[config.mk]
export PLATFORM = sky130hd
export DESIGN_NAME = mpd_ports
export DESIGN_NICKNAME = d
export VERILOG_FILES = /design/src/hdl/mpd_pkg.sv /design/src/hdl/mpd_pin_bit.sv /design/src/hdl/mpd_ports.sv
export SDC_FILE = /design/constraint.sdc
export NUM_CORES = 1
export LEC_CHECK = 0
export BUFFER_PORTS_ARGS = -buffer_cell sky130_fd_sc_hd__buf_2
export CAP_MARGIN = 20
export CORE_MARGIN = 4
export CORE_UTILIZATION = 49
export CTS_CLUSTER_DIAMETER = 100
export CTS_CLUSTER_SIZE = 10
export DETAILED_ROUTE_END_ITERATION = 6
export PLACE_DENSITY_LB_ADDON = 0.08
export SYNTH_ARGS = -nofsm -noshare
export SYNTH_HDL_FRONTEND = slang
export SYNTH_HIERARCHICAL = 1
export SYNTH_SLANG_ARGS = --single-unit
[constraint.sdc]
create_clock -name i_mclk -period 38.6 [get_ports i_mclk]
set_input_delay 7.72 -clock i_mclk [delete_from_list [all_inputs] [get_ports i_mclk]]
set_output_delay 7.72 -clock i_mclk [all_outputs]
set_load 0.01 [all_outputs]
[src/hdl/mpd_pkg.sv]
// Constants and types for the multiplexed port data registers
// Operation
// - Other-function mode: read returns stored bit; write stores, pin unaffected.
// - Output mode 01: stored bit driven on pin; read returns stored value.
// - Input modes 10/11: read returns pin level; 10 pull-up on, 11 off.
// - Each pin has pull-up enabled by its port control mode setting.
// - Port B data follows same mode-dependent read/write behaviour.
// - Port C data is 8-bit read/write, bit n maps to pin n.
// - Power-on reset clears port C data to zero.
// - Port D data is 8-bit read/write, pin mapped, cleared at power-on.
// - Data kept across standby, sleep, manual reset; only power-on clears.
// - Port E cleared at power-on; pins default to input with pull-up.
// - Port F bits 6..0 writable and mapped; bit 7 reads zero.
// - Ports F and G default to input with pull-up after power-on.
// - Port G input-only, six pins, read-only, no defined reset value.
// - Port G writes ignored; other-function reads low; mode 01 reserved.
package mpd_pkg;

  localparam int PORT_W = 8;
  localparam int NUM_PORTS = 6;

  // Register addresses on the plain port
  localparam logic [3:0] ADDR_B = 4'h0;
  localparam logic [3:0] ADDR_C = 4'h1;
  localparam logic [3:0] ADDR_D = 4'h2;
  localparam logic [3:0] ADDR_E = 4'h3;
  localparam logic [3:0] ADDR_F = 4'h4;
  localparam logic [3:0] ADDR_G = 4'h5;
  localparam logic [3:0] ADDR_MODE_B = 4'h8;
  localparam logic [3:0] ADDR_MODE_C = 4'h9;
  localparam logic [3:0] ADDR_MODE_D = 4'ha;
  localparam logic [3:0] ADDR_MODE_E = 4'hb;
  localparam logic [3:0] ADDR_MODE_F = 4'hc;
  localparam logic [3:0] ADDR_MODE_G = 4'hd;

  // Writable-bit masks and reset values
  localparam logic [7:0] MASK_FULL = 8'hff;
  localparam logic [7:0] MASK_F = 8'h7f;
  localparam logic [7:0] MASK_G = 8'h3f;
  localparam logic [7:0] DATA_RST = 8'h00;
  localparam logic [15:0] MODE_RST_OTHER = 16'h0000;
  localparam logic [15:0] MODE_RST_INPU = 16'haaaa;

  // Per-pin mode encoding
  typedef enum logic [1:0] {
    MPD_MODE_OTHER = 2'b00,
    MPD_MODE_OUT   = 2'b01,
    MPD_MODE_INPU  = 2'b10,
    MPD_MODE_IN    = 2'b11
  } mpd_mode_type;

  // Register access request
  typedef struct packed {
    logic [3:0]  addr;
    logic [15:0] wdata;
    logic        wr;
    logic        rd;
  } mpd_req_type;

endpackage : mpd_pkg

[src/hdl/mpd_pin_bit.sv]
// One port pin: synchroniser, read mux, drive and pull-up decode
`timescale 1ns/1ps
module mpd_pin_bit
  import mpd_pkg::*;
(
  input  wire logic       i_mclk,
  input  wire logic       i_rst_n,
  input  wire logic [1:0] i_mode,
  input  wire logic       i_stored,
  input  wire logic       i_pin,
  input  wire logic       i_low_other,
  output logic            o_read,
  output logic            o_drive,
  output logic            o_pullup,
  output logic            o_out
);

  logic pin_meta;
  logic pin_sync;

  // Pin level is asynchronous to the bus clock
  always_ff @(posedge i_mclk or negedge i_rst_n)
  begin
    if (!i_rst_n)
    begin
      pin_meta <= 1'b0;
      pin_sync <= 1'b0;
    end
    else
    begin
      pin_meta <= i_pin;
      pin_sync <= pin_meta;
    end
  end

  // Read source and pin control by mode
  always_comb
  begin
    o_out = i_stored;
    o_drive = 1'b0;
    o_pullup = 1'b0;
    case (mpd_mode_type'(i_mode))
      MPD_MODE_OTHER: o_read = i_low_other ? 1'b0 : i_stored;
      MPD_MODE_OUT:
      begin
        o_read = i_stored;
        o_drive = 1'b1;
      end
      MPD_MODE_INPU:
      begin
        o_read = pin_sync;
        o_pullup = 1'b1;
      end
      MPD_MODE_IN: o_read = pin_sync;
      default: o_read = 1'b0;
    endcase
  end

endmodule : mpd_pin_bit

[src/hdl/mpd_ports.sv]
// Data registers of ports B to G with mode-dependent pin behaviour
`timescale 1ns/1ps
module mpd_ports
  import mpd_pkg::*;
(
  input  wire logic        i_mclk,
  input  wire logic        i_rst_n,
  input  wire logic [3:0]  i_addr,
  input  wire logic [15:0] i_wdata,
  input  wire logic        i_wr,
  input  wire logic        i_rd,
  output logic [15:0]      o_rdata,
  input  wire logic [47:0] i_pin,
  output logic [47:0]      o_pin,
  output logic [47:0]      o_pin_oe_n,
  output logic [47:0]      o_pullup,
  output logic [47:0]      o_periph_sel
);

  logic        rst_meta;
  logic        rst_sync_n;
  mpd_req_type req;
  logic [7:0]  data [NUM_PORTS];
  logic [15:0] mode [NUM_PORTS];
  logic [47:0] rd_bits;
  logic [47:0] drv_bits;
  logic [47:0] pu_bits;
  logic [47:0] out_bits;
  logic [15:0] next_rdata;
  logic [7:0]  wmask [NUM_PORTS];
  logic        out_live;

  assign req = '{addr: i_addr, wdata: i_wdata, wr: i_wr, rd: i_rd};

  //////////////////////////////////////////////////////////////////////////
  // Reset release; this reset is power-on only, so standby, sleep and
  // manual reset never reach the data registers
  always_ff @(posedge i_mclk or negedge i_rst_n)
  begin
    if (!i_rst_n)
    begin
      rst_meta <= 1'b0;
      rst_sync_n <= 1'b0;
    end
    else
    begin
      rst_meta <= 1'b1;
      rst_sync_n <= rst_meta;
    end
  end

  // Writable masks per port
  always_comb
  begin
    wmask[0] = MASK_FULL;
    wmask[1] = MASK_FULL;
    wmask[2] = MASK_FULL;
    wmask[3] = MASK_FULL;
    wmask[4] = MASK_F;
    wmask[5] = MASK_G;
  end

  //////////////////////////////////////////////////////////////////////////
  // Data registers of B..F; G's register is never written and stays at DATA_RST
  always_ff @(posedge i_mclk or negedge rst_sync_n)
  begin
    if (!rst_sync_n)
    begin
      for (int p = 0; p < NUM_PORTS; p++)
        data[p] <= DATA_RST;
    end
    else if (req.wr && req.addr < 4'(NUM_PORTS - 1))
    begin
      // Upper reserved bits never store
      data[req.addr[2:0]] <= req.wdata[7:0] & wmask[req.addr[2:0]];
    end
  end

  // Mode settings from the pin function controller
  always_ff @(posedge i_mclk or negedge rst_sync_n)
  begin
    if (!rst_sync_n)
    begin
      for (int p = 0; p < NUM_PORTS; p++)
        mode[p] <= (p >= 3) ? MODE_RST_INPU : MODE_RST_OTHER;
    end
    else if (req.wr && req.addr >= ADDR_MODE_B && req.addr <= ADDR_MODE_G)
    begin
      mode[3'(req.addr - ADDR_MODE_B)] <= req.wdata;
    end
  end

  //////////////////////////////////////////////////////////////////////////
  // One pin slice per bit of every port
  for (genvar g = 0; g < 48; g++)
  begin : g_pin
    mpd_pin_bit u_bit (
      .i_mclk      (i_mclk),
      .i_rst_n     (rst_sync_n),
      .i_mode      (mode[g / 8][2 * (g % 8) +: 2]),
      .i_stored    (data[g / 8][g % 8] & (g / 8 != 5)),
      .i_pin       (i_pin[g]), // Raw pin into the synchroniser
      .i_low_other (g / 8 == 5),
      .o_read      (rd_bits[g]),
      .o_drive     (drv_bits[g]),
      .o_pullup    (pu_bits[g]),
      .o_out       (out_bits[g])
    );
  end

  // Read data mux; reserved bits read zero
  always_comb
  begin
    next_rdata = 16'h0000;
    if (req.addr <= ADDR_G)
      next_rdata = {8'h00,
                    rd_bits[8 * req.addr[2:0] +: 8] & wmask[req.addr[2:0]]};
    else if (req.addr >= ADDR_MODE_B && req.addr <= ADDR_MODE_G)
      next_rdata = mode[3'(req.addr - ADDR_MODE_B)];
  end

  //////////////////////////////////////////////////////////////////////////
  // Registered outputs
  always_ff @(posedge i_mclk or negedge rst_sync_n)
  begin
    if (!rst_sync_n)
    begin
      o_rdata <= 16'h0000;
      o_pin <= 48'h0;
      o_pin_oe_n <= {48{1'b1}};
      o_pullup <= 48'h0;
      o_periph_sel <= 48'h0;
      out_live <= 1'b0; // Outputs still hold reset values
    end
    else
    begin
      o_rdata <= req.rd ? next_rdata : 16'h0000;
      o_pin <= out_bits;
      out_live <= 1'b1;
      o_pin_oe_n <= ~(drv_bits & ~{{8{1'b1}}, 40'h0});
      o_pullup <= pu_bits & {MASK_G, MASK_F, {4{MASK_FULL}}};
      for (int b = 0; b < 48; b++)
        o_periph_sel[b] <= (mode[b / 8][2 * (b % 8) +: 2] == MPD_MODE_OTHER);
    end
  end

  //////////////////////////////////////////////////////////////////////////
  // Checks
  property p_out_drive;
    @(posedge i_mclk) disable iff (!rst_sync_n)
    (out_live && mode[1][1:0] == 2'b01)
      |=> (!o_pin_oe_n[8] && o_pin[8] == $past(data[1][0]));
  endproperty
  a_out_drive: assert property (p_out_drive)
    else $error("output mode not driving");

  property p_no_drive_input;
    @(posedge i_mclk) disable iff (!rst_sync_n)
    (out_live && mode[2][1] == 1'b1) |=> o_pin_oe_n[16];
  endproperty
  a_no_drive_input: assert property (p_no_drive_input)
    else $error("input mode driven");

  property p_g_never_drives;
    @(posedge i_mclk) disable iff (!rst_sync_n)
    1'b1 |=> (o_pin_oe_n[47:40] == 8'hff);
  endproperty
  a_g_never_drives: assert property (p_g_never_drives)
    else $error("port g driven");

  property p_f_bit7_zero;
    @(posedge i_mclk) disable iff (!rst_sync_n)
    (req.rd && req.addr == ADDR_F) |=> (o_rdata[15:7] == 9'h0);
  endproperty
  a_f_bit7_zero: assert property (p_f_bit7_zero)
    else $error("reserved f bit set");

  property p_g_upper_zero;
    @(posedge i_mclk) disable iff (!rst_sync_n)
    (req.rd && req.addr == ADDR_G) |=> (o_rdata[15:6] == 10'h0);
  endproperty
  a_g_upper_zero: assert property (p_g_upper_zero)
    else $error("reserved g bits set");

  property p_other_reads_store;
    @(posedge i_mclk) disable iff (!rst_sync_n)
    (req.rd && req.addr == ADDR_C && mode[1] == 16'h0000)
      |=> (o_rdata[7:0] == $past(data[1]));
  endproperty
  a_other_reads_store: assert property (p_other_reads_store)
    else $error("other read bad");

  property p_write_stores;
    @(posedge i_mclk) disable iff (!rst_sync_n)
    (req.wr && req.addr == ADDR_D) |=> (data[2] == $past(req.wdata[7:0]));
  endproperty
  a_write_stores: assert property (p_write_stores)
    else $error("write not stored");

  property p_pullup_mode;
    @(posedge i_mclk) disable iff (!rst_sync_n)
    (out_live && mode[3][1:0] == 2'b10) |=> o_pullup[24];
  endproperty
  a_pullup_mode: assert property (p_pullup_mode)
    else $error("pull-up missing");

  //////////////////////////////////////////////////////////////////////////
  // Read port, storage and pin control checks; the pin control checks wait for
  // out_live so the reset values of the outputs are not taken as faults
  property p_rd_idle_zero;
    @(posedge i_mclk) disable iff (!rst_sync_n)
    !req.rd
      |=> (o_rdata == 16'h0000);
  endproperty
  a_rd_idle_zero: assert property (p_rd_idle_zero)
    else $error("read data outside read cycle");

  property p_rd_upper_zero;
    @(posedge i_mclk) disable iff (!rst_sync_n)
    (req.rd && req.addr <= ADDR_G)
      |=> (o_rdata[15:8] == 8'h00);
  endproperty
  a_rd_upper_zero: assert property (p_rd_upper_zero)
    else $error("data read upper byte set");

  property p_c_write_stores;
    @(posedge i_mclk) disable iff (!rst_sync_n)
    (req.wr && req.addr == ADDR_C)
      |=> (data[1] == $past(req.wdata[7:0]));
  endproperty
  a_c_write_stores: assert property (p_c_write_stores)
    else $error("port c write not stored");

  property p_f_write_masked;
    @(posedge i_mclk) disable iff (!rst_sync_n)
    (req.wr && req.addr == ADDR_F)
      |=> (data[4] == ($past(req.wdata[7:0]) & MASK_F));
  endproperty
  a_f_write_masked: assert property (p_f_write_masked)
    else $error("port f write not masked");

  property p_c_hold;
    @(posedge i_mclk) disable iff (!rst_sync_n)
    !(req.wr && req.addr == ADDR_C)
      |=> $stable(data[1]);
  endproperty
  a_c_hold: assert property (p_c_hold)
    else $error("port c data lost");

  property p_g_no_store;
    @(posedge i_mclk) disable iff (!rst_sync_n)
    1'b1
      |=> (data[5] == DATA_RST);
  endproperty
  a_g_no_store: assert property (p_g_no_store)
    else $error("port g stored a write");

  property p_other_no_drive;
    @(posedge i_mclk) disable iff (!rst_sync_n)
    (out_live && mode[1][1:0] == 2'b00)
      |=> o_pin_oe_n[8];
  endproperty
  a_other_no_drive: assert property (p_other_no_drive)
    else $error("other function pin driven");

  property p_other_sel;
    @(posedge i_mclk) disable iff (!rst_sync_n)
    (out_live && mode[0][1:0] == 2'b00)
      |=> o_periph_sel[0];
  endproperty
  a_other_sel: assert property (p_other_sel)
    else $error("peripheral not selected");

  property p_out_sel_off;
    @(posedge i_mclk) disable iff (!rst_sync_n)
    (out_live && mode[0][1:0] == 2'b01)
      |=> !o_periph_sel[0];
  endproperty
  a_out_sel_off: assert property (p_out_sel_off)
    else $error("peripheral selected in output mode");

  property p_b_out_value;
    @(posedge i_mclk) disable iff (!rst_sync_n)
    (out_live && mode[0][1:0] == 2'b01)
      |=> (!o_pin_oe_n[0] && o_pin[0] == $past(data[0][0]));
  endproperty
  a_b_out_value: assert property (p_b_out_value)
    else $error("port b output value wrong");

  property p_pullup_off;
    @(posedge i_mclk) disable iff (!rst_sync_n)
    (out_live && mode[3][1:0] == 2'b11)
      |=> !o_pullup[24];
  endproperty
  a_pullup_off: assert property (p_pullup_off)
    else $error("pull-up on in mode 11");

  property p_other_no_pullup;
    @(posedge i_mclk) disable iff (!rst_sync_n)
    (out_live && mode[1][1:0] == 2'b00)
      |=> !o_pullup[8];
  endproperty
  a_other_no_pullup: assert property (p_other_no_pullup)
    else $error("pull-up on in other function");

  property p_e_reads_pin;
    @(posedge i_mclk) disable iff (!rst_sync_n)
    (req.rd && req.addr == ADDR_E && mode[3] == 16'hffff)
      |=> (o_rdata[7:0] == $past(i_pin[31:24], 3));
  endproperty
  a_e_reads_pin: assert property (p_e_reads_pin)
    else $error("port e input read wrong");

  property p_g_other_low;
    @(posedge i_mclk) disable iff (!rst_sync_n)
    (req.rd && req.addr == ADDR_G && mode[5][1:0] == 2'b00)
      |=> !o_rdata[0];
  endproperty
  a_g_other_low: assert property (p_g_other_low)
    else $error("port g other function not low");

  property p_mode_readback;
    @(posedge i_mclk) disable iff (!rst_sync_n)
    (req.rd && req.addr == ADDR_MODE_C)
      |=> (o_rdata == $past(mode[1]));
  endproperty
  a_mode_readback: assert property (p_mode_readback)
    else $error("mode readback wrong");

  property p_unmapped_zero;
    @(posedge i_mclk) disable iff (!rst_sync_n)
    (req.rd && req.addr == 4'h7)
      |=> (o_rdata == 16'h0000);
  endproperty
  a_unmapped_zero: assert property (p_unmapped_zero)
    else $error("unmapped read not zero");

  property p_f_pullup;
    @(posedge i_mclk) disable iff (!rst_sync_n)
    (out_live && mode[4][1:0] == 2'b10)
      |=> o_pullup[32];
  endproperty
  a_f_pullup: assert property (p_f_pullup)
    else $error("port f pull-up missing");

  property p_g_pin_read;
    @(posedge i_mclk) disable iff (!rst_sync_n)
    (req.rd && req.addr == ADDR_G && mode[5] == 16'hffff)
      |=> (o_rdata[5:0] == $past(i_pin[45:40], 3));
  endproperty
  a_g_pin_read: assert property (p_g_pin_read)
    else $error("port g input read wrong");

endmodule : mpd_ports

**Yosys cells after proc, flatten, opt, wreduce, memory -nomap -nowiden**

Memories as Yosys holds them, arrays and structs flattened.
Cells that the tools add are included.

- Register bits after elaboration: 439
- Input bits: 72
- ROM bits: 64
- Output and inout bits: 208
- Word-level logic and storage cells: 572
- Memories: 1

- Equal/unequal tests: 144
- Add/subtract/negate cells: 1
- Reduce and logical (&&, ||, !) cells: 150
- $lt $le $gt $ge: 8
- Shift-type cells: 1
- Muxes and demuxes: 147
- Bitwise logic cells: 5

Memory list:

| memory | words | width | read ports | clocked after Yosys merged registers in | wr ports | line | RTL |
|---|---|---|---|---|---|---|---|
| (name not given) | 8 | 8 | 1 | 0 | 0 | mpd_ports.sv:117 | `rd_bits[8 * req.addr[2:0] +: 8] & wmask[req.addr[2:0]]};` |

Operators with widths:

| cell | count |
|---|---|
| 2-bit equality test (second input constant) | 96 |
| 2-bit OR reduction | 96 |
| 96-bit bitwise mux | 1 |
| 2-bit by 1-bit equality test with 1-bit output (second input constant) | 48 |
| 2-bit zero test | 48 |
| 16-bit two-way mux | 6 |
| 1-bit case mux with 2 select lines | 48 |
| 1-bit two-way mux | 85 |
| 16-bit binary-select mux with 3-bit select | 1 |
| 48-bit bitwise mux | 1 |
| 16-bit demux with 3-bit select | 1 |
| 40-bit inverter with 48-bit output | 1 |
| 48-bit by 7-bit indexed part select with 8-bit output | 1 |
| 8-bit demux with 3-bit select | 1 |
| 8-bit two-way mux | 3 |
| 8-bit bitwise AND | 2 |
| 4-bit >= comparator (second input constant) | 3 |
| 4-bit by 1-bit < comparator with 1-bit output (second input constant) | 2 |
| 3-bit inverter with 4-bit output | 2 |
| 1-bit logical AND | 6 |
| 4-bit by 3-bit less-or-equal comparator with 1-bit output (second input constant) | 1 |
| 4-bit less-or-equal comparator (second input constant) | 1 |
| 4-bit by 3-bit < comparator with 1-bit output (second input constant) | 1 |
| 3-bit by 1-bit subtractor with 3-bit output (second input constant) | 1 |

**Logic depth before layout (Yosys ltp)**

Gate-level depths: netlist (run 1).

- Depth in word-level cells: 8
- Gate-level depth with buffers: 7
- Mapped depth without buffers: 6

**Hierarchy**

The synthesis (run 1) kept the hierarchy.

By module, submodules not included:

| module | area each (sq um) | cells each | instances | seq. area each (sq um) |
|---|---|---|---|---|
| mpd_ports | 11885.1 | 766 | 1 | 8463.1 |
| mpd_pin_bit | 91.3 | 9 | 48 | 50.0 |

**Worst setup path before layout (run 1)**

Ideal clock, no wire load.

- Path type: input to register
- Start point: input port i_addr[1]
- End point: register mode[10] in the netlist's numbering
- Stages: 6
- Arrival time: 8.975 ns
- Data required time: 38.475 ns
- Setup slack: 29.500 ns
- Buffers on the path: 3
- Library setup time: 0.125 ns
- Path through: buf_4 > nand2b_1 > buf_2 > nor2_2 > buf_4 > mux2_2

- Word-level cells in the longest chain between the ends: 7
- Elaborated cells on any way between the ends: 12
- Classes of those cells: add/sub: 1; order compare: 4; mux: 3; bitwise: 1; reduce/logical: 3

RTL lines:

| element | line | RTL |
|---|---|---|
| from (decl) | mpd_ports.sv:8 | `input wire logic [3:0] i_addr,` |
| 3-bit by 1-bit subtractor with 3-bit output | mpd_ports.sv:89 | `mode[3'(req.addr - ADDR_MODE_B)] <= req.wdata;` |
| 3-bit inverter with 4-bit output (not written as such) | mpd_ports.sv:89 |  |
| 4-bit >= comparator (not written as such) / 4-bit by 1-bit < comparator with 1-bit output (equally long branches) | mpd_ports.sv:89 |  |
| 1-bit logical AND (not written as such) | mpd_ports.sv:89 |  |
| 16-bit two-way mux (not written as such) | mpd_ports.sv:89 |  |
| 16-bit demux with 3-bit select | mpd_ports.sv:89 |  |
| 96-bit bitwise mux | mpd_ports.sv:89 |  |
| to (signal, indexed assignment) | mpd_ports.sv:85 | `mode[p] <= (p >= 3) ? MODE_RST_INPU : MODE_RST_OTHER;` |
| to (signal, indexed assignment) | mpd_ports.sv:89 |  |
| to (decl) | mpd_ports.sv:24 | `logic [15:0] mode [NUM_PORTS];` |

Several ways; a longest one is shown, not always the timed one.
A chain may end at the register's enable or synchronous reset.

**Final worst setup path (run 1)**

- Start point: input port i_addr[1]
- End point: register mode[51] in the netlist's numbering

The elaborated chain is that of the path after synthesis.

==> results.md, run 1 <==
- In this run the static leakage power is between 8 and 9 nW.
- The total global-route track usage is 0.206.
- The clock reaches the later pin of the worst-skew pair after 530 ps.
- Of all nets on the critical path, the largest fanout is 36.
- The flow ran to the end, and the final reports show no timing, DRC or antenna violations.
- The areal power density over the cells is 63.3 nW/um^2.
- The count of instances resized after the clock tree is built is 0.
- The average wire length per cell after detail routing is between 15 and 20 um.
- Of the cells placed in the final design, the portion with a size suffix greater than 1 is 0.358.
- OpenSTA, run right after detailed placement, puts the worst setup slack at around 28000 ps.
- Routability-driven placement finished with a final weighted congestion of between 0.7 and 0.8.
- The detailed placement HPWL is 24700 um.
- Together, buffers and inverters on the worst path number 1.
- The category of the most critical setup path is input pin to flip-flop.
- At the pin with the least slew margin, the transition time is 1110 ps.
- Clock tree synthesis found a total of about 430 sinks.
- The clock arrives with between 10 and 15 ps of skew.
- The vertical die dimension is around 190 um.
- In this run the count of I/O pins placed on the die edge is 280.
- The floorplan die area is about 36000 um^2.
- The kind of cell with the highest combined delay along the critical path is simple AND/OR/NAND/NOR gates.
- The critical path's slowest cell is nor2_2.
- The endpoint kind of the worst setup timing path is a flip-flop.
- The worst setup path is launched from an input pin.
- The post-layout instance area is approximately 19000 um^2.
- The number of global-route vias before repair came to between 9000 and 10000.
- For this run, global-route usage on met2 was measured as 0.328.
- CTS placed an instance of clkbuf_16 at the clock tree root.
- The area added between synthesis and finish is 18.8%.
- Walking the worst path, the cells encountered are buf_2 -> nand2_1 -> nor2_2 -> mux2_2.
- The detailed router finished its first iteration with about 520 violations.
- Summed over all layers, the routed wires come to roughly 36000 um.
- The routing usage on met3 is 0.0445.
- CTS built an H-tree with a depth of 2.
- The required time reported for the critical path endpoint is between 30000 and 40000 ps.
- The worst hold path belongs to the class flip-flop to asynchronous set/reset pin.
- Clock tree synthesis inserted a total of 48 buffers.
- The largest vdd supply drop is 0.0000383 V.
- Setup slack closes at approximately 29000 ps.
- Post-CTS timing repair inserted 0 buffers for setup.
- Setup repair after global routing left no endpoint under its margin.
- The max-slew violation count is 0.
- The tightest hold path in the finished design has a slack of 313 ps.
- The count of input and output buffers is roughly 270.
- The sum of negative setup slack is 0 ps.
- The maximum frequency from static timing analysis is 103 MHz.
- The remaining number of nets flagged by the antenna check after routing is 0.
- In this design, the stage delay of the slowest critical-path cell is ~940 ps.
- The initial utilization of the core area, before any placement, comes to 0.501.
- The hold buffer count at cts is 0.
- The core region is approximately 32000 um^2.
- For this run, the detailed router's first-pass iteration total came to 4.
- The number of placement rows is 65.
- The routed design could run at a clock period as short as slightly below 10000 ps.
- Setup violations remaining at the end of the flow were counted as 0.
- Summing every instance area after synthesis gives ~16000 um^2.
- The count of vias placed by the detailed router is around 9300.
- The final layout net count is 1546.
- Leaving out filler cells and counting taps, the final layout contains a little under 2000.
- The number of endpoints with negative hold slack in the final report came to 0.
- The detailed-route DRC error count is 0.
- The CTS clock-pin slew for the worst setup and hold paths is roughly 60 ps.
- The initial antenna violation count is 1.
- Entering global routing, the biggest net connects 164 pins.
- The via-per-instance ratio is approximately 4.8.
- Summing all placed instances gives a cell area of roughly 18000 um^2.
- The die is approximately 190 um wide.
- The worst relative slew slack is 0.259.
- In this run the mean area of a mapped cell was 13.7 um^2.
- TritonCTS built the clock tree.
- The aggregate global routing overflow is 0.
- Across the run, the number of max-cap violations was 0.
- No sink is reached through more buffers than the 3 on the longest clock path.
- For this run, global-route usage on met1 was measured as 0.296.
- The cell count after synthesis came out at approximately 1200.
- The Yosys step of the flow raised 6 warnings.
- The arrival time of data at the critical path endpoint is a little over 10000 ps.
- The total placed cells including tap cells is around 1900.
- The first-pass GRT wire length is around 57000 um.
- The final period utilization is 0.251.
- In this run the most used layer during global routing was met2.
## final cells by class
type,count,area [um^2]
multi-input cells,683,4770
clock inverters,1,7.51
inverters,43,161
clock buffers,84,1360
fillers,2718,12900
diodes,1,2.50
repair buffers,273,1440
flip-flops and latches,425,10700
well taps,435,544
## cell usage in the layout (no fill, tap or decap), types with 32 or more instances in the layout
cell,instances
o21ai_1,45
mux2_2,129
clkbuf_16,49
dfstp_2,64
clkbuf_1,35
nand2b_1,47
dfrtp_1,360
nor2_1,75
nand2_1,66
buf_2,264
mux2i_1,32
nor2b_1,134
inv_1,42
conb_1,71
## path summary, 6_finish.rpt
path,slack [ps],from,end,cells after the start
max,28900,i_addr[1],mode[51],4
min,310,rst_sync_n,data[29],0
max reg2reg,36310,rst_sync_n,g_pin[35].u_bit/pin_meta,2
min reg2reg,310,rst_sync_n,data[29],0
max in group asynchronous,31530,i_rst_n,rst_sync_n,1
min in group i_mclk,340,g_pin[10].u_bit/pin_meta,g_pin[10].u_bit/pin_sync,0
## per-stage QoR
stage,power [mW],util
floorplan,0.730,-
global placement,0.808,0.551
detailed placement,0.813,0.551
CTS,1.22,0.594
global route,1.27,0.596
finish,1.20,0.596
## flip-flops by register name, indices dropped and copies added (netlist names)
signal / cells
data: 40
g_pin.u_bit/pin_meta: 45
g_pin.u_bit/pin_sync: 45
mode: 96
o_periph_sel: 48
o_pin: 48
o_pin_oe_n: 40
o_pullup: 45
o_rdata: 16
rst_meta: 1
rst_sync_n: 1
## power by group
part	switching, mW	internal [mW]
registers	0.0632	0.541
clock network	0.165	0.236
logic	0.100	0.0982
## worst register-to-register path, cell delays in order, from the launching register on
cell and delay [ps]:
dfrtp_4 770, buf_4 720, buf_12 620
## metal layers
layer / vias up / routed length, um / part of all wire
li1: 4334 / - / -
met5: - / 0 / 0
met3: 54 / 2200 / 0.061
met2: 248 / 16900 / 0.47
met1: 4685 / 16300 / 0.45
met4: 0 / 717 / 0.020
(Power assumes the default switching activity.)
==> run 2, diff against run 1 <==
==> constraint.sdc (replaced) <==
create_clock -name i_mclk -period 8.3 [get_ports i_mclk]
set_input_delay 1.66 -clock i_mclk [delete_from_list [all_inputs] [get_ports i_mclk]]
set_output_delay 1.66 -clock i_mclk [all_outputs]
set_load 0.01 [all_outputs]
==> run 2 against run 1 <==
- routed wire length about the same
- non-clock buffer count down 1
- clock skew increased by 3.8 ps
- critical path depth unchanged
- hold slack gained 31 ps
- first-iteration DRC count down 12%
- global-route usage is 0.10 points lower
- clock power grew to 4.7 times the previous value
- die area did not move
- cell count is essentially flat
==> results.md, run 2 (synthesized netlist as in run 1, its figures left out) <==
- The run finished with clean final reports.
- The share of total power in the clock network is 0.334 (about the same).
- The worst-margin pin slew is 1160 ps (+54.5 ps).
- The worst relative slew slack came to 0.221 (-0.0381).
- The worst setup path is launched from an input pin.
- The areal power density over the cells is 295 nW/um^2 (+370%).
- The met1 track utilization from global routing is 0.289 (-0.00689).
- The number of placement rows is 65 (unchanged).
- The initial antenna violation count came to 2 (+1).
- The wire length after detailed routing came to 36100 um (about the same).
- The maximum number of buffers from clock root to sink is 3 (unchanged).
- The aggregate global routing overflow was 0 (unchanged).
- In the finished design, the share of the clock period the worst path needs comes to 0.434.
- The endpoint kind of the worst setup timing path is a flip-flop.
- The number of max-capacitance violations reported is 0 (unchanged).
- The floorplan die area was 35600 um^2 (unchanged).
- Setup repair after global routing left no endpoint under its margin.
- The launch instance of the worst register-to-register path is rst_sync_n.
- The top-level port count was 280 (unchanged).
- The first-pass GRT wire length came to 56100 um (-1.2%).
- The hold slack was 344 ps (+31.2 ps).
- The total placed instance area is 17600 um^2 (about the same).
- In the final layout, the registers with the most flip-flops are mode (96), o_periph_sel (48), o_pin (48).
- The count of input and output buffers is 265 (unchanged).
- The number of flip-flops under the largest register name is 96 (unchanged).
- The capturing instance or port of the critical path is mode[16].
- The total global-route track usage was 0.205 (-0.00103).
- The critical path is of the input pin to flip-flop type.
- The final clock skew is 15.0 ps (+3.83 ps).
- The count of routing violations after the opening detailed-route iteration came to 453 (-12%).
- Subtracting the final worst setup slack from the clock period gives roughly 3600 ps.
- The detailed-route DRC error count came to 0 (unchanged).
- The internal power contribution was 4.07 mW (+370%).
- The reg-to-reg endpoint is o_periph_sel[35].
- The total power draw is 5.59 mW (+370%).
- The x dimension of the die came to 189 um (unchanged).
- The largest vdd supply drop was 0.000202 V (+430%).
- The placement-stage worst setup slack was 4120 ps (-24210 ps).
- The maximum frequency from static timing analysis is between 200 and 300 MHz.
- The length in cells of the worst reg-to-reg path is 1 (-1).
- The clock sink count was 425 (unchanged).
- The final layout net count is 1545 (-0.065%).
- The required time reported for the critical path endpoint is 8730 ps (-30280 ps).
- The sequential group share of total power is 0.502 (about the same).
- The area of the placeable core is 31900 um^2 (unchanged).
- The core occupancy in the finished layout is 0.596 (about the same).
- The reg-to-reg setup timing slack came to 6390 ps (-29920 ps).
- The final weighted congestion in routability-driven placement is 0.765 (-1.3%).
- The switching fraction of total power is 0.272 (-0.000482).
- The library cells used most frequently in the layout, excluding fill and tap cells, are dfrtp_1 (360), buf_2 (264), nor2b_1 (134).
- The total of endpoints with negative setup slack in the final report came to 0 (unchanged).
- The total placed cells including tap cells came to 1857 (unchanged).
- The leakage component of the power is 8.94 nW (about the same).
- The largest net degree at the start of global routing is 152 (-7.3%).
- The hold buffer count at cts is 0 (unchanged).
- The worst-skew pair later-pin latency came to 540 ps (about the same).
- The met2 capacity usage during global routing is 0.325 (-0.00278).
- The min-delay analysis places its worst path in the category flip-flop to flip-flop.
- The vertical die dimension is 189 um (unchanged).
- TritonCTS built the clock tree.
- The fraction of layout cells with a size suffix above 1 is 0.357 (-0.000899).
- The count of instances resized after the clock tree is built is 0 (unchanged).
- The count of fill cells added during filler insertion came to 2697 (-0.77%).
- The CTS clock-pin slew for the worst setup and hold paths is 60 ps (about the same).
- The count of vias placed by the detailed router is 9278 (-0.46%).
- The initial standard-cell utilization of the core is 0.501 (unchanged).
- The max-slew violation count is 0 (unchanged).
- The maximum fanout count along the critical path is 36 (unchanged).
- The number of endpoints with negative hold slack in the final report is 0 (unchanged).
- The detailed placement HPWL is 24900 um (+0.80%).
- The area added between synthesis and finish is 18.8% (about the same).
- The number of levels the H-tree was split into is 2 (unchanged).
- The remaining number of nets flagged by the antenna check after routing is 0 (unchanged).
- The sum of negative setup slack is 0 ps (unchanged).
- The master cell of the clock root buffer is clkbuf_16.
- The routing usage on met3 is 0.0496 (+0.00519).
- The register with the highest flop count is mode.
- The count of non-filler cells in the finished layout is 1946 (+0.051%).
- The total CTS buffers is 48 (unchanged).
- The routing layer with the top usage in global route is met2.
- The number of global-route vias before repair was 9598 (-0.27%).
- The portion of total power attributed to combinational logic is 0.164 (about the same).
- The library cell used most frequently in the layout, excluding fill and tap cells, is dfrtp_1.
- Tracing the worst setup path back leads to its startpoint at i_addr[1].
- The arrival time of data at the critical path endpoint is 4020 ps (-6090 ps).
- The via-per-instance ratio came to 4.77 (-0.51%).
- The post-layout instance area is 19000 um^2 (about the same).
- The number of buffers added for setup after CTS is 0 (unchanged).
- The number of search-and-repair iterations in the first detailed-routing pass is 4 (unchanged).
- The average wire length per cell after detail routing came to 18.6 um (about the same).
- The post-layout worst setup margin is 4700 ps (-24200 ps).
- The switching power of the nets is 1.52 mW (+360%).
## run 2: changes by cell type in the layout (fill, tap and decap cells not counted), sizes merged
cell and delta:
clkbuf +2, buf -1
## run 2: final cells by class
cell class | count | area, um^2 | share of cell area
Clock buffer | 86 | 1370 | 0.0719
Sequential cell | 425 | 10700 | 0.565
Inverter | 43 | 161 | 0.00850
Antenna cell | 1 | 2.50 | 0.000132
Clock inverter | 1 | 7.51 | 0.000395
Multi-Input combinational cell | 683 | 4770 | 0.251
Timing Repair Buffer | 272 | 1420 | 0.0749
Tap cell | 435 | 544 | 0.0287
## run 2: worst max-delay path, stage by stage
cell and delay [ps]:
buf_2 380, nand2b_1 540, nor2_2 990, mux2_2 420
## run 2: worst min-delay path by stage
| stage | from | to | slack, ps | cells after the start |
|---|---|---|---|---|
| after global placement | g_pin[11].u_bit/pin_meta | g_pin[11].u_bit/pin_sync | 330 | 0 |
| after global routing | g_pin[1].u_bit/pin_meta | g_pin[1].u_bit/pin_sync | 350 | 0 |
| after CTS | g_pin[1].u_bit/pin_meta | g_pin[1].u_bit/pin_sync | 340 | 0 |
| after floorplan | rst_meta | rst_sync_n | 330 | 0 |
| after detailed placement | g_pin[18].u_bit/pin_meta | g_pin[18].u_bit/pin_sync | 330 | 0 |
| final | g_pin[30].u_bit/pin_meta | g_pin[30].u_bit/pin_sync | 340 | 0 |
## run 2: metal layers
metal | part of all wire | wire length, um
met2 | 0.47 | 16900
met4 | 0.021 | 744
met5 | 0.00019 | 7
met3 | 0.064 | 2320
met1 | 0.45 | 16200
## run 2: power groups by stage
| stage | combinational [mW] | clock (mW) | sequential, mW |
|---|---|---|---|
| 6_report | 0.919 | 1.87 | 2.81 |
| 4_1_cts | 0.933 | 1.92 | 2.82 |
| 5_1_grt | 1.02 | 2.02 | 2.87 |
| 3_3_place_gp | 0.914 | 0 | 2.84 |
| 2_1_floorplan | 0.499 | 0 | 2.90 |
| 3_5_place_dp | 0.929 | 0 | 2.85 |
==> run 3, diff against run 2 <==
--- a/config.mk
+++ b/config.mk
@@ -5,6 +5,7 @@
 export SDC_FILE = /design/constraint.sdc
 export NUM_CORES = 1
 export LEC_CHECK = 0
+export ABC_AREA = 1
 export BUFFER_PORTS_ARGS = -buffer_cell sky130_fd_sc_hd__buf_2
 export CAP_MARGIN = 20
 export CORE_MARGIN = 4
==> constraint.sdc (replaced) <==
create_clock -name i_mclk -period 3.25 [get_ports i_mclk]
set_input_delay 0.65 -clock i_mclk [delete_from_list [all_inputs] [get_ports i_mclk]]
set_output_delay 0.65 -clock i_mclk [all_outputs]
set_load 0.01 [all_outputs]
==> run 3 against run 2 <==
- synthesized cell count grew 49%
- via count grew 28%
- first-iteration DRC count grew 88%
- largest power group unchanged
- highest routed layer unchanged
==> results.md, run 3 <==
- The final clock skew is 24.7 ps (+9.63 ps).
- The maximum number of buffers from clock root to sink is 3 (unchanged).
- The detailed placement HPWL was 31400 um (+26%).
- The switching power of the nets was 4.41 mW (+190%).
- The portion of total power attributed to combinational logic is 0.172 (+0.008).
- The areal power density over the cells is 749 nW/um^2 (+150%).
- The count of instances resized after the clock tree is built is 0 (unchanged).
- The CTS clock-pin slew for the worst setup and hold paths was 60 ps (about the same).
- The total of endpoints with negative setup slack in the final report is 0 (unchanged).
- The wire length after detailed routing is 43600 um (+21%).
- The class of the most critical hold timing path is input pin to flip-flop.
- The number of global-route vias before repair is 11600 (+21%).
- The count of antenna diodes in the layout is 0 (-1).
- The top-level port count is 280 (unchanged).
- The worst relative slew slack is 0.565 (+0.344).
- The routing layer with the top usage in global route is met2.
- The first-pass GRT wire length is 66900 um (+19%).
- The max-slew violation count was 0 (unchanged).
- The leakage component of the power is 10.4 nW (+16%).
- The number of flip-flops under the largest register name is 96 (unchanged).
- The register with the most flip-flops in the final layout is mode.
- The number of max-capacitance violations reported is 0 (unchanged).
- The delay of the slowest critical-path stage is 440 ps (-550 ps).
- The post-synthesis average cell area is 9.37 um^2 (-32%).
- The x dimension of the die is 191 um (+1.1%).
- The worst-skew pair later-pin latency is 560 ps (+20 ps).
- The largest registers in the layout are mode (96), o_periph_sel (48), o_pin (48).
- The floorplan die area is 36400 um^2 (+2.2%).
- The sequential group share of total power is 0.496 (-0.006).
- The internal power contribution came to 10.2 mW (+150%).
- The maximum fanout count along the critical path is 31 (-14%).
- Walking the worst path, the cells encountered are buf_2 -> inv_1 -> buf_4 -> nor3_1 -> inv_1 -> nor2_2 -> buf_4 -> o21ai_0.
- The total CTS buffers is 48 (unchanged).
- The clock sink count was 425 (unchanged).
- Compared with the post-synthesis result, the final layout area differs by 19.5%.
- The time the final worst path needs with I/O delays and setup is roughly 1900 ps.
- The post-synthesis instance area is 16400 um^2 (+2.3%).
- The number of endpoints with negative hold slack in the final report came to 0 (unchanged).
- The fraction of layout cells with a size suffix above 1 is 0.207 (-0.150).
- The critical path's slowest cell is buf_2.
- The flow ran to the end, and the final reports show no timing, DRC or antenna violations.
- The count of routing violations after the opening detailed-route iteration is 850 (+88%).
- The number of levels the H-tree was split into was 2 (unchanged).
- The arrival time of data at the critical path endpoint came to 2340 ps (-1680 ps).
- The CTS tree is built.
- The count of input and output buffers is 265 (unchanged).
- The gate count after technology mapping is 1746 (+49%).
- The average wire length per cell after detail routing is 17.2 um (-7.1%).
- The master cell of the clock root buffer is clkbuf_16.
- The largest net degree at the start of global routing came to 75 (-51%).
- The area of the placeable core is 32700 um^2 (+2.6%).
- The final period utilization is 0.594.
- The number of search-and-repair iterations in the first detailed-routing pass was 5 (+1).
- The critical path launch point type is an input pin.
- The met2 capacity usage during global routing is 0.386 (+0.0608).
- The largest vdd supply drop is 0.000459 V (+130%).
- Setup repair after global routing left no endpoint under its margin.
- Timing would allow up to 518 MHz.
- In the layout the commonest cells are nand2_1 (471), dfrtp_1 (360), inv_1 (271).
- The remaining number of nets flagged by the antenna check after routing came to 0 (unchanged).
- The initial antenna violation count was 2 (unchanged).
- The share of total power in the clock network is 0.332 (-0.002).
- The via-per-instance ratio came to 4.68 (-1.9%).
- The number of placement rows was 66 (+1.5%).
- The worst setup path is captured at a flip-flop.
- The worst-margin pin slew is 652 ps (-512 ps).
- The aggregate global routing overflow was 0 (unchanged).
- The final layout net count came to 2126 (+38%).
- The count of vias placed by the detailed router is 11800 (+28%).
- The detailed-route DRC error count is 0 (unchanged).
- The sum of negative setup slack was 0 ps (unchanged).
- The met1 track utilization from global routing is 0.337 (+0.0472).
- The total global-route track usage came to 0.241 (+0.0361).
- The critical path is of the input pin to flip-flop type.
- The required time reported for the critical path endpoint is 3660 ps (-5070 ps).
- The most common cell after layout, fill and taps aside is nand2_1.
- The Yosys warning count came to 6 (unchanged).
- The core occupancy in the finished layout is 0.598 (+0.00208).
- The final weighted congestion in routability-driven placement was 0.894 (+17%).
- The vertical die dimension came to 191 um (+1.1%).
- The initial standard-cell utilization of the core is 0.500 (-0.00134).
- The switching fraction of total power is 0.302 (+0.0293).
- The routing usage on met3 is 0.0529 (+0.00326).
run 3: final cells by class:
type / count / area [um^2]
multi-input combinational: 1006 / 4190
timing repair buffer: 297 / 1650
inverter: 276 / 1040
fill: 2950 / 13200
clock inverter: 2 / 23.8
sequential: 425 / 10700
clock buffer: 82 / 1370
tap: 442 / 553
run 3: worst max-delay path, delay by kind of cell:
family / cells / cell delay [ps]
buf+inv: 5 / 1240
compound gates: 1 / 140
simple gates: 2 / 280
run 3: final timing paths:
check                                         from  slack (ps)                  endpoint  cells past startpoint
max                                      i_addr[1]        1320                  mode[56]                      8
min                                      i_pin[33]         200  g_pin[33].u_bit/pin_meta                      1
max reg2reg                               mode[75]        1630                o_rdata[5]                     13
min reg2reg                g_pin[3].u_bit/pin_meta         340   g_pin[3].u_bit/pin_sync                      0
max in group asynchronous               rst_sync_n        1970            o_pin_oe_n[28]                      1
min in group asynchronous               rst_sync_n         350                 o_pin[26]                      0
run 3: metrics by stage:
step	worst slack (ps)	hold WS, ps	total power [mW]	instance area [um^2]	cells
floorplan	-881	331	8.70	16600	1815
global placement	677	332	9.81	18100	2444
detailed placement	591	335	9.86	18100	2444
CTS	1150	185	14.8	19500	2529
global route	1180	187	15.5	19500	2530
finish	1320	198	14.6	19500	2530
run 3: power groups by stage:
stage | combinational [mW] | sequential [mW] | clock, mW
floorplan | 1.30 | 7.40 | 0
global placement | 2.48 | 7.33 | 0
detailed placement | 2.53 | 7.33 | 0
CTS | 2.55 | 7.27 | 4.96
global route | 2.87 | 7.39 | 5.21
finish | 2.52 | 7.26 | 4.86
run 3: metal layers:
metal	wire, um	vias up
li1	-	5729
met1	19000	5588
met2	20300	426
met3	3180	91
met4	1140	4
met5	27	-
run 3: repair_timing:
| item | 4_1_cts | 5_1_grt |
|---|---|---|
| buffers inserted | 0 | 0 |
| hold buffers | 1 | 0 |
| setup endpoints to repair | 0 | 0 |
| hold endpoints to repair | 2 | 0 |
